File: config.mk
export PLATFORM = sky130hd
export DESIGN_NAME = output_protect_detect_volume
export DESIGN_NICKNAME = d
export VERILOG_FILES = /design/src/design/outprot_pkg.sv /design/src/design/gain_lookup_if.sv /design/src/design/gain_lookup.sv /design/src/design/output_protect_detect_volume.sv
export SDC_FILE = /design/constraint.sdc
export NUM_CORES = 1
export LEC_CHECK = 0
export BUFFER_PORTS_ARGS = -buffer_cell sky130_fd_sc_hd__buf_4
export CAP_MARGIN = 20
export CELL_PAD_IN_SITES_DETAIL_PLACEMENT = 0
export CELL_PAD_IN_SITES_GLOBAL_PLACEMENT = 1
export CORE_MARGIN = 2
export CORE_UTILIZATION = 35
export CTS_BUF_LIST = sky130_fd_sc_hd__clkbuf_4 sky130_fd_sc_hd__clkbuf_8
export DETAILED_ROUTE_END_ITERATION = 12
export GPL_TIMING_DRIVEN = 0
export HOLD_SLACK_MARGIN = 0.06
export PLACE_DENSITY_LB_ADDON = 0.1
export SKIP_LAST_GASP = 1
export SYNTH_ARGS = -nofsm -noshare
export SYNTH_HDL_FRONTEND = slang
export SYNTH_HIERARCHICAL = 1
export SYNTH_SLANG_ARGS = --single-unit
File: constraint.sdc
create_clock -name pclk -period 4.2 [get_ports pclk]
set_input_delay 0.63 -clock pclk [delete_from_list [all_inputs] [get_ports pclk]]
set_output_delay 0.63 -clock pclk [all_outputs]
set_load 0.02 [all_outputs]
File: src/design/outprot_pkg.sv
package outprot_pkg;
   // ==========================================================
   // Bus and clock
   // ==========================================================
   localparam int PADDR_W = 12;
   localparam int CLK_FREQ_HZ = 25_000_000;
   localparam int DEB_TICK_US = 1000;
   localparam int DEB_TICK_CYCLES = DEB_TICK_US * (CLK_FREQ_HZ / 1_000_000);

   // ==========================================================
   // Register indices (byte address is four times the index)
   // ==========================================================
   localparam logic [9:0] IDX_HS_STATUS = 10'h00d;
   localparam logic [9:0] IDX_OUT_CFG = 10'h00e;
   localparam logic [9:0] IDX_JACK_CFG = 10'h025;
   localparam logic [9:0] IDX_SP_CFG = 10'h026;
   localparam logic [9:0] IDX_SC_STATUS = 10'h05f;
   localparam logic [9:0] IDX_INT_STATUS = 10'h060;
   localparam logic [9:0] IDX_INT_MASK = 10'h061;
   localparam logic [9:0] IDX_DRV_POWER = 10'h062;
   localparam logic [9:0] IDX_VOL_BASE = 10'h063;

   // ==========================================================
   // Field positions
   // ==========================================================
   localparam int HS_DET_EN_BIT = 7;
   localparam int HS_TYPE_LSB = 5;
   localparam int HS_PLUG_BIT = 4;
   localparam int HS_UNREL_BIT = 3;
   localparam int OC_MODE_LSB = 6;
   localparam int JC_DEB_LSB = 0;
   localparam int SP_DET_EN_BIT = 2;
   localparam int SP_AUTO_OFF_BIT = 1;
   localparam int SC_LATCH_LSB = 4;
   localparam int EV_SHORT = 0;
   localparam int EV_SHUTDOWN = 1;
   localparam int EV_INSERT = 2;
   localparam int EV_REMOVE = 3;

   // ==========================================================
   // Reset values
   // ==========================================================
   localparam logic [7:0] OUT_CFG_RST = 8'h00;
   localparam logic [7:0] JACK_CFG_RST = 8'h04;
   localparam logic [7:0] SP_CFG_RST = 8'h04;
   localparam logic [3:0] INT_MASK_RST = 4'h0;
   localparam logic [6:0] VOL_RST = 7'h00;

   // ==========================================================
   // Output wiring modes and headset types
   // ==========================================================
   typedef enum logic [1:0] {
      OUT_CAPLESS = 2'b00,
      OUT_AC_COUPLED = 2'b01,
      OUT_FULL_DIFF = 2'b10,
      OUT_RESERVED = 2'b11
   } out_mode_t;

   typedef enum logic [1:0] {
      HS_NONE = 2'b00,
      HS_STEREO = 2'b01,
      HS_MONO = 2'b10,
      HS_WITH_MIC = 2'b11
   } hs_type_t;

   // ==========================================================
   // Volume code segments (attenuation in 0.1 dB units)
   // ==========================================================
   localparam logic [6:0] VOL_SEG1_END = 7'h24;
   localparam logic [6:0] VOL_SEG2_END = 7'h46;
   localparam logic [6:0] VOL_SEG3_BEG = 7'h4c;
   localparam logic [6:0] VOL_SEG3_END = 7'h56;
   localparam logic [6:0] VOL_MUTE_MIN = 7'h76;
endpackage

File: src/design/gain_lookup_if.sv
`timescale 1ns/1ps
interface gain_lookup_if;
   logic [6:0] code;
   logic [9:0] atten;
   logic mute;

   modport requester (output code, input atten, input mute);
   modport table_side (input code, output atten, output mute);
endinterface

File: src/design/gain_lookup.sv
`timescale 1ns/1ps
module gain_lookup
   import outprot_pkg::*;
(
   input wire logic pclk,
   input wire logic presetn,
   gain_lookup_if.table_side tbl
);

   typedef struct packed {
      logic [9:0] atten;
      logic mute;
   } lk_state_t;

   lk_state_t st_r;
   lk_state_t st_nxt;

   // ==========================================================
   // Code to attenuation, 0.1 dB units
   // ==========================================================
   function automatic logic [9:0] atten_of(input logic [6:0] c);
      logic [9:0] x5;
      logic [9:0] a;
      x5 = 10'({3'h0, c}) * 10'h005;
      a = 10'h000;
      if (c <= VOL_SEG1_END) begin
         a = x5;
      end else if (c <= VOL_SEG2_END) begin
         a = x5 + 10'h001;
      end else if (c >= VOL_SEG3_BEG && c <= VOL_SEG3_END) begin
         a = x5 + 10'h002;
      end else begin
         // Irregular steps between the linear segments and near the bottom of the range
         unique case (c)
            7'h47: a = 10'h165;
            7'h48: a = 10'h169;
            7'h49: a = 10'h16f;
            7'h4a: a = 10'h173;
            7'h4b: a = 10'h179;
            7'h57: a = 10'h1b6;
            7'h58: a = 10'h1bb;
            7'h59: a = 10'h1c0;
            7'h5a: a = 10'h1c4;
            7'h5b: a = 10'h1ca;
            7'h5c: a = 10'h1ce;
            7'h5d: a = 10'h1d3;
            7'h5e: a = 10'h1da;
            7'h5f: a = 10'h1df;
            7'h60: a = 10'h1e2;
            7'h61: a = 10'h1e7;
            7'h62: a = 10'h1ed;
            7'h63: a = 10'h1f4;
            7'h64: a = 10'h1f7;
            7'h65: a = 10'h1fe;
            7'h66: a = 10'h202;
            7'h67: a = 10'h206;
            7'h68: a = 10'h20a;
            7'h69: a = 10'h20f;
            7'h6a: a = 10'h219;
            7'h6b: a = 10'h21e;
            7'h6c: a = 10'h229;
            7'h6d: a = 10'h237;
            7'h6e: a = 10'h247;
            7'h6f: a = 10'h25a;
            7'h70: a = 10'h273;
            7'h71: a = 10'h283;
            7'h72: a = 10'h296;
            7'h73: a = 10'h2af;
            7'h74: a = 10'h2d2;
            7'h75: a = 10'h30f;
            default: a = 10'h000; // Mute codes carry no level
         endcase
      end
      return a;
   endfunction

   // Next lookup result
   always_comb begin
      st_nxt = st_r;
      st_nxt.mute = (tbl.code >= VOL_MUTE_MIN);
      st_nxt.atten = atten_of(tbl.code);
   end

   // Read data always come from a register
   always_ff @(posedge pclk or negedge presetn) begin
      if (!presetn) begin
         st_r <= '0;
      end else begin
         st_r <= st_nxt;
      end
   end

   assign tbl.atten = st_r.atten;
   assign tbl.mute = st_r.mute;
endmodule

File: src/design/output_protect_detect_volume.sv
// Operation
// - Shorted driver limits current, stays powered
// - Status register shows drivers in protection
// - Auto mode powers shorted driver down
// - Shutdown holds until power down, then up
// - Debounced jack monitor classifies plug type
// - Detected headset type read from status
// - AC-coupled mono/stereo result flagged unreliable
// - Volume 0 to -78.3 dB plus mute
// - Code 0 is 0 dB; 118-127 mute
// - Seven independent volume controls
`timescale 1ns/1ps
module output_protect_detect_volume
   import outprot_pkg::*;
#(
   parameter int NDRV = 4,
   parameter int NVOL = 7,
   parameter int TICK_CYCLES = DEB_TICK_CYCLES
) (
   input wire logic pclk,
   input wire logic presetn,
   input wire logic psel,
   input wire logic penable,
   input wire logic pwrite,
   input wire logic [PADDR_W-1:0] paddr,
   input wire logic [31:0] pwdata,
   output logic [31:0] prdata,
   output logic pready,
   output logic pslverr,
   input wire logic [NDRV-1:0] short_det,
   output logic [NDRV-1:0] drv_power_on,
   output logic [NDRV-1:0] drv_limit,
   input wire logic jack_sense,
   input wire logic mic_sense,
   input wire logic mono_sense,
   output logic [NVOL*10-1:0] vol_atten,
   output logic [NVOL-1:0] vol_mute,
   output logic irq
);

   // ==========================================================
   // Elaboration checks
   // ==========================================================
   if (NDRV < 1 || NDRV > 4) begin : g_bad_ndrv
      $error("NDRV must be 1 to 4");
   end
   if (NVOL < 1 || NVOL > 7) begin : g_bad_nvol
      $error("NVOL must be 1 to 7");
   end
   if (TICK_CYCLES < 1 || TICK_CYCLES > 65535) begin : g_bad_tick
      $error("TICK_CYCLES must be 1 to 65535");
   end

   localparam logic [15:0] TICK_LAST = 16'(TICK_CYCLES - 1);
   localparam logic [2:0] SCAN_LAST = 3'(NVOL - 1);

   typedef struct packed {
      logic detect_en;
      logic [7:0] out_cfg;
      logic [7:0] jack_cfg;
      logic [7:0] sp_cfg;
      logic [NDRV-1:0] pwr_req;
      logic [NDRV-1:0] shut_lat;
      logic [NDRV-1:0] limit;
      logic [NDRV-1:0] drv_on;
      logic [3:0] int_stat;
      logic [3:0] int_mask;
      logic irq;
      logic [NVOL-1:0][6:0] vol_code;
      logic [NVOL-1:0][9:0] atten;
      logic [NVOL-1:0] mute;
      logic [2:0] scan_idx;
      logic [2:0] scan_prev;
      logic scan_vld;
      logic [15:0] tick_cnt;
      logic [3:0] deb_cnt;
      logic plug;
      logic [1:0] hs_type;
      logic unreliable;
      logic [31:0] prdata;
   } core_state_t;

   core_state_t st_r;
   core_state_t st_nxt;
   gain_lookup_if lk ();

   logic [9:0] idx;
   logic vol_hit;
   logic [2:0] vol_sel;
   logic hit;
   logic setup_rd;
   logic acc_wr;
   logic acc_rd;
   logic tick;
   logic [7:0] rd_val;
   logic [3:0] ev;
   logic prot;

   // ==========================================================
   // APB decode
   // ==========================================================
   // Zero wait states: every access phase ends in one cycle
   assign idx = paddr[PADDR_W-1:2];
   assign vol_hit = (idx >= IDX_VOL_BASE) &&
                    (idx < IDX_VOL_BASE + 10'(NVOL));
   assign vol_sel = 3'(idx - IDX_VOL_BASE);
   assign hit = vol_hit || idx == IDX_HS_STATUS || idx == IDX_OUT_CFG ||
                idx == IDX_JACK_CFG || idx == IDX_SP_CFG ||
                idx == IDX_SC_STATUS || idx == IDX_INT_STATUS ||
                idx == IDX_INT_MASK || idx == IDX_DRV_POWER;
   assign setup_rd = psel && !penable && !pwrite;
   assign acc_wr = psel && penable && pwrite && hit;
   assign acc_rd = psel && penable && !pwrite && hit;
   assign pready = 1'b1;
   assign pslverr = psel && penable && !hit;
   assign tick = (st_r.tick_cnt == TICK_LAST);

   // Read multiplexer, sampled in the setup cycle
   always_comb begin
      rd_val = 8'h00;
      if (vol_hit) begin
         rd_val = {1'b0, st_r.vol_code[vol_sel]};
      end else begin
         unique case (idx)
            IDX_HS_STATUS: begin
               rd_val[HS_DET_EN_BIT] = st_r.detect_en;
               rd_val[HS_TYPE_LSB +: 2] = st_r.hs_type;
               rd_val[HS_PLUG_BIT] = st_r.plug;
               rd_val[HS_UNREL_BIT] = st_r.unreliable;
            end
            IDX_OUT_CFG: rd_val = st_r.out_cfg;
            IDX_JACK_CFG: rd_val = st_r.jack_cfg;
            IDX_SP_CFG: rd_val = st_r.sp_cfg;
            IDX_SC_STATUS: begin
               rd_val[NDRV-1:0] = st_r.limit;
               rd_val[SC_LATCH_LSB +: NDRV] = st_r.shut_lat;
            end
            IDX_INT_STATUS: rd_val[3:0] = st_r.int_stat;
            IDX_INT_MASK: rd_val[3:0] = st_r.int_mask;
            IDX_DRV_POWER: rd_val[NDRV-1:0] = st_r.pwr_req;
            default: rd_val = 8'h00;
         endcase
      end
   end

   // ==========================================================
   // Next state
   // ==========================================================
   always_comb begin
      st_nxt = st_r;
      ev = 4'h0;
      prot = 1'b0;

      // Register writes take effect in the access phase
      if (acc_wr) begin
         if (vol_hit) begin
            st_nxt.vol_code[vol_sel] = pwdata[6:0];
         end else begin
            unique case (idx)
               IDX_HS_STATUS: st_nxt.detect_en = pwdata[HS_DET_EN_BIT];
               IDX_OUT_CFG: st_nxt.out_cfg = pwdata[7:0];
               IDX_JACK_CFG: st_nxt.jack_cfg = pwdata[7:0];
               IDX_SP_CFG: st_nxt.sp_cfg = pwdata[7:0];
               IDX_INT_MASK: st_nxt.int_mask = pwdata[3:0];
               IDX_DRV_POWER: begin
                  st_nxt.pwr_req = pwdata[NDRV-1:0];
                  // Powering a driver down releases its latch
                  st_nxt.shut_lat = st_r.shut_lat & pwdata[NDRV-1:0];
               end
               default: st_nxt.detect_en = st_r.detect_en;
            endcase
         end
      end

      // Read data latched in setup so the access phase sees it stable
      if (setup_rd) begin
         st_nxt.prdata = {24'h000000, rd_val};
      end

      // Short protection per driver; a new short beats a same-cycle clear
      for (int i = 0; i < NDRV; i++) begin
         prot = short_det[i] && st_r.drv_on[i] &&
                st_r.sp_cfg[SP_DET_EN_BIT];
         st_nxt.limit[i] = prot;
         if (prot && !st_r.limit[i]) begin
            ev[EV_SHORT] = 1'b1;
         end
         if (prot && st_r.sp_cfg[SP_AUTO_OFF_BIT]) begin
            st_nxt.shut_lat[i] = 1'b1;
            if (!st_r.shut_lat[i]) begin
               ev[EV_SHUTDOWN] = 1'b1;
            end
         end
      end
      // Driver stays off while latched, whatever was requested
      st_nxt.drv_on = st_nxt.pwr_req & ~st_nxt.shut_lat;

      // Debounce tick divider
      st_nxt.tick_cnt = tick ? 16'h0000 : st_r.tick_cnt + 16'h0001;

      // Plug debounce: level must hold for the programmed tick count plus one
      if (!st_r.detect_en) begin
         st_nxt.plug = 1'b0;
         st_nxt.deb_cnt = 4'h0;
      end else if (jack_sense == st_r.plug) begin
         st_nxt.deb_cnt = 4'h0;
      end else if (tick) begin
         if (st_r.deb_cnt == st_r.jack_cfg[JC_DEB_LSB +: 4]) begin
            st_nxt.plug = jack_sense;
            st_nxt.deb_cnt = 4'h0;
         end else begin
            st_nxt.deb_cnt = st_r.deb_cnt + 4'h1;
         end
      end
      ev[EV_INSERT] = st_nxt.plug && !st_r.plug;
      ev[EV_REMOVE] = !st_nxt.plug && st_r.plug;

      // Classify the plug while it is present
      if (!st_nxt.plug) begin
         st_nxt.hs_type = HS_NONE;
      end else if (mic_sense) begin
         st_nxt.hs_type = HS_WITH_MIC;
      end else if (mono_sense) begin
         st_nxt.hs_type = HS_MONO;
      end else begin
         st_nxt.hs_type = HS_STEREO;
      end
      // Coupling caps hide the mono/stereo difference
      st_nxt.unreliable = st_nxt.plug &&
         (st_r.out_cfg[OC_MODE_LSB +: 2] == OUT_AC_COUPLED);

      // Sticky events: clear by read, but a new event wins
      if (acc_rd && idx == IDX_INT_STATUS) begin
         st_nxt.int_stat = st_r.int_stat & ~st_r.prdata[3:0];
      end
      st_nxt.int_stat = st_nxt.int_stat | ev;
      st_nxt.irq = |(st_nxt.int_stat & st_nxt.int_mask);

      // Round-robin through the volume controls via the shared table
      st_nxt.scan_prev = st_r.scan_idx;
      st_nxt.scan_vld = 1'b1;
      st_nxt.scan_idx = (st_r.scan_idx == SCAN_LAST) ?
                        3'h0 : st_r.scan_idx + 3'h1;
      if (st_r.scan_vld) begin
         st_nxt.atten[st_r.scan_prev] = lk.atten;
         st_nxt.mute[st_r.scan_prev] = lk.mute;
      end
   end

   // ==========================================================
   // State register
   // ==========================================================
   always_ff @(posedge pclk or negedge presetn) begin
      if (!presetn) begin
         st_r <= '0;
         st_r.out_cfg <= OUT_CFG_RST;
         st_r.jack_cfg <= JACK_CFG_RST;
         st_r.sp_cfg <= SP_CFG_RST;
         st_r.int_mask <= INT_MASK_RST;
         st_r.vol_code <= {NVOL{VOL_RST}};
      end else begin
         st_r <= st_nxt;
      end
   end

   // ==========================================================
   // Gain table and outputs
   // ==========================================================
   // One shared table instead of seven: a control settles within NVOL+1 cycles
   assign lk.code = st_r.vol_code[st_r.scan_idx];

   gain_lookup u_gain_lookup (
      .pclk(pclk),
      .presetn(presetn),
      .tbl(lk)
   );

   assign prdata = st_r.prdata;
   assign drv_power_on = st_r.drv_on;
   assign drv_limit = st_r.limit;
   assign vol_atten = st_r.atten;
   assign vol_mute = st_r.mute;
   assign irq = st_r.irq;
endmodule

# Word-level counts from Yosys, hierarchy flattened
# Memory sizes are Yosys's and may differ from the RTL's.
# Cells that the tools add are included.
# op_classes
add_sub_neg,6
n_mul,1
order_cmp,12
n_eq_ne,14
muxes,54
n_bitwise,8
n_reduce_logical,55
# op_table
op,count
$bwmux W70,1
$bwmux W49,1
$bmux W7 S3,2
$eq A10 B7 Y1 const B,4
$mux W10,4
$logic_and A1 B1 Y1,32
$mux W8,4
$demux W10 S3,1
$mux W4,6
$demux W7 S3,1
$mux W7,3
$pmux W3 S7,1
$eq A10 B4 Y1 const B,2
$eq A10 B6 Y1 const B,2
$pmux W4 S5,1
$mux W1,19
$add A16 B1 Y16 const B,1
$and A4 B4 Y4,4
$eq A16 B15 Y1 const B,1
$mux W16,1
$ge A7 B7 Y1 const B,2
$le A7 B7 Y1 const B,2
$lt A3 B4 Y1 const B,3
$reduce_and A3 Y1,4
28 further kinds,48
# word_totals
ff_bits,226
rom_bits,1280
inputBits,56
output_inout_bits,120
wordCells,188
mem_count,1
# mem_list
memory,depth,width,rd,rd_ports_with_merged_regs,wr,line_no,text
(name not given),128,10,1,0,0,gain_lookup.sv:34,unique case (c)

# Depth between registers and ports, before layout
# logic_depth
word_depth,16
depth_mapped,15
depth_no_buf,14

# Modules after synthesis
# Netlist, hierarchy kept.
# modules_own_cells
mod,instances,cells_each,area_per_inst_um2,seq_area_each_um2
output_protect_detect_volume,1,882,10684.0,5382.7
gain_lookup,1,252,1856.8,275.3

# Least setup slack after synthesis
# OpenSTA, ideal clock, no wires.
# synth_path
path_kind,reg2reg
startpoint,register st_r (netlist bit st_nxt[58])
endpoint,register u_gain_lookup.st_r (netlist bit u_gain_lookup/tbl.atten[9])
arrival_ps,3949
t_required_ps,4136
path_slack_ps,187
stages_incl_launch_ff,15
period_less_slack_ps,4013
path_cell_list,dfrtp_1 clkbuf_1 clkbuf_1 mux4_2 nor2_1 a21oi_1 ha_1 ha_1 inv_1 fa_1 buf_1 or3_1 or4_4 nor3_2 a21o_1
# synth_rtl
element,line_no,text
start: declaration,output_protect_detect_volume.sv:83,core_state_t st_r;
start signal: assignment,output_protect_detect_volume.sv:262,st_r <= st_nxt;
end signal: assignment,gain_lookup.sv:89,st_r <= st_nxt;
end: declaration,gain_lookup.sv:15,lk_state_t st_r;

==> flow_summary.ini <==
[final_layout]
final_nets = 1410
layout_commonest_cell = buf_4
area_delta_synth_final_pct = 21.11
n_antenna_cell = 0
drive_gt1_share_pct = 39.94
design_area_mm2 = 0.01519
stdcell_count = 1823
final_cell_mix = buf_4, dfrtp_1, mux2_2

[yosys]
yosys_warnings = 6
synth_top_area_share_pct = 44.70
synth_edf_count = 0
synth_mux_area_share_pct = 18.29
synth_area_mm2 = 0.01254
synth_fa_ha_area_share_pct = 2.554
synth_top_area_cell = dfrtp_1
async_flop_share_pct = 100.0
synthXorXnorAreaFrac_pct = 2.025
ys_top_cells_by_area = dfrtp_1, mux2_2, buf_4, mux4_2, ha_1
synth_top_family_by_area = multiplexers
synth-compound-area-share_pct = 11.00
syn_area_per_cell_um2 = 11.06
syn_inst = 1134
synthSimpleGateAreaFrac_pct = 11.35
yosysUniqueCellTypes = 87
synth_flop_cell = dfrtp_1
ys_ff_latch = 226
yosysSeqAreaShare_pct = 45.12

[timing]
max_slew_margin_pct = 31.88
period_minus_slack_ps = 3962
hold_viol = 0
max_freq_ghz = 0.2524
slew_viol_final = 0
worst_hold_slack_ps = 255.3
finalCritPeriodShare_pct = 94.33
setup_ws_ps = 237.9
final-setup-viol-count = 0
finClkSkew_ps = 29.40
worst_pin_slew_ps = 1015
grt_setup_unrepaired = no

[placement]
dp_hpwl_um = 25030
port_buffers = 120
gp_congestion = 0.8553
dpl_cell_area_mm2 = 0.01419
placed_cells = 1743
pre_cts_ws_ps = -1002

[pwr]
p_leak_nw = 7.414
ir_drop_v = 0.0002181
power.density_mw_per_mm2 = 312.6

[job]
maxCapViolations = 0

[grt]
antenna_found_initial = 0
grt_overflow = 0
grt_pass1_vias = 9488
grtUsageTotal_pct = 18.40
grt_pass1_wl_um = 54610
grt_max_degree = 87

[clock_tree]
cts.sinks = 226
ctsRootBufferMaster = clkbuf_8
clockBufferDepth = 3
cts_buffers = 43
cts_tree = yes
clk_pin_slew_worst_paths_ps = 60
htreeDepth = 2
insertion_delay_ps = 560

[hold_path]
hp-class = input port to register
worstHoldStart = mono_sense

[drt]
drc = 0
vias = 9174
drt_iter0_markers = 399
first_pass_iters = 4
wire_per_inst_um = 18.83
drt-total-wl_um = 34320
via_per_inst = 5.032
ant_nets = 0

[critical_path]
crit_path_end_kind = register
setup.worst_path.start = st_nxt[59]$_DFF_PN0_
crit_type = register to register
crit_fanout = 10
cp-start-kind = register
required_ps = 4590
arrival_ps = 4350
r2r-start = st_nxt[59]$_DFF_PN0_

[floorplan]
io_pins = 176
fp.dieW_um = 193.3
dieArea_mm2 = 0.03736
die_height_um = 193.3
core_area_mm2 = 0.03540
start_util_pct = 35.43
rows = 69

[run_status]
outcome = finished, final reports clean
-- report_power, final --
group          total, W  internal (W)  switching, W
Combinational  0.000292      0.000109      0.000183
Clock           0.00225       0.00131      0.000932
Sequential      0.00221       0.00220     0.0000134
-- synth_stat cells, types with 7 or more instances --
cell and count:
a211oi_1 10, nor2_1 62, nor2b_1 7, nor3_1 17
o22ai_1 7, nand2b_1 10, mux2_2 153, a22oi_1 15
dfrtp_1 224, a21oi_1 43, inv_1 24, o211ai_1 12
xor2_1 14, ha_1 24, clkbuf_1 31, o21ai_0 51
mux2i_1 15, buf_4 121, nand2_1 67, mux2_4 7
mux4_2 14, nand3_1 33, a31oi_1 7, buf_2 8
xnor2_1 15, buf_1 7
-- cell families after synthesis --
group	count (synthesis)
simple gates	263
other cells	2
compound gates	207
mux	189
xor+xnor	29
buf+inv	193
fa+ha+maj	25
flops	226
-- registers in the layout, summed over array words and instances, names as in the netlist --
register / flops
prdata: 8
st_nxt: 3
irq: 1
drv_limit: 4
drv_power_on: 4
u_gain_lookup/tbl.atten: 10
vol_atten: 70
st_r: 118
vol_mute: 7
u_gain_lookup/tbl.mute: 1
-- routing by layer --
| layer | global-route usage [%] | share of wire (%) |
|---|---|---|
| met1 | 25.14 | 47 |
| met2 | 30.40 | 47 |
| met3 | 3.068 | 4.6 |
| met4 | 4.693 | 1.5 |
| met5 | 0 | 0 |
-- worst paths after layout --
| check | end | slack (ps) | depth (start not counted) |
|---|---|---|---|
| setup / recovery | u_gain_lookup/tbl.atten[5]$_DFF_PN0_ | 240 | 13 |
| max in group asynchronous | st_r[144]$_DFFE_PN0P_ | 2360 | 4 |
| setup reg to reg | u_gain_lookup/tbl.atten[5]$_DFF_PN0_ | 240 | 13 |
| hold / removal | st_r[33]$_DFF_PN0_ | 260 | 2 |
| hold reg to reg | st_r[59]$_DFF_PN0_ | 400 | 0 |
| min in group asynchronous | vol_atten[36]$_DFFE_PN0P_ | 620 | 2 |
-- worst max-delay path, cell delays in order, from the launching register on --
cell	delay (ps)
dfrtp_1	340
clkbuf_1	400
clkbuf_2	420
nor2_1	90
a21oi_1	390
ha_1	340
inv_1	90
fa_1	380
buf_1	220
or3_1	460
nor2_1	180
a211oi_1	70
a311oi_1	310
a21oi_1	90
-- area by class of cell --
type	instances	area (µm²)
Fill cell	3459	20210
Multi-Input combinational cell	739	5806
Sequential cell	226	5665
Buffer	167	1114
Timing Repair Buffer	128	1021
Clock buffer	72	878.3
Tap cell	461	576.8
Inverter	24	90.09
Clock inverter	6	37.54
-- per-stage QoR --
stage	power, W	setup TNS [ps]	util [%]
after floorplan	0.002402	0	-
after global placement	0.002535	-7155	39.86
after detailed placement	0.002544	-7165	40.09
after CTS	0.004823	0	42.77
after global routing	0.004962	0	42.91
final	0.004747	0	42.91
-- timing repair --
item,4_1_cts,5_1_grt
endpoints found under the hold margin,63,0
buffers inserted,0,3
pin swaps,0,1
hold buffers,1,0
setup endpoints to repair,10,5
gates resized for setup,10,8
Power figures use the tool's default switching activity.
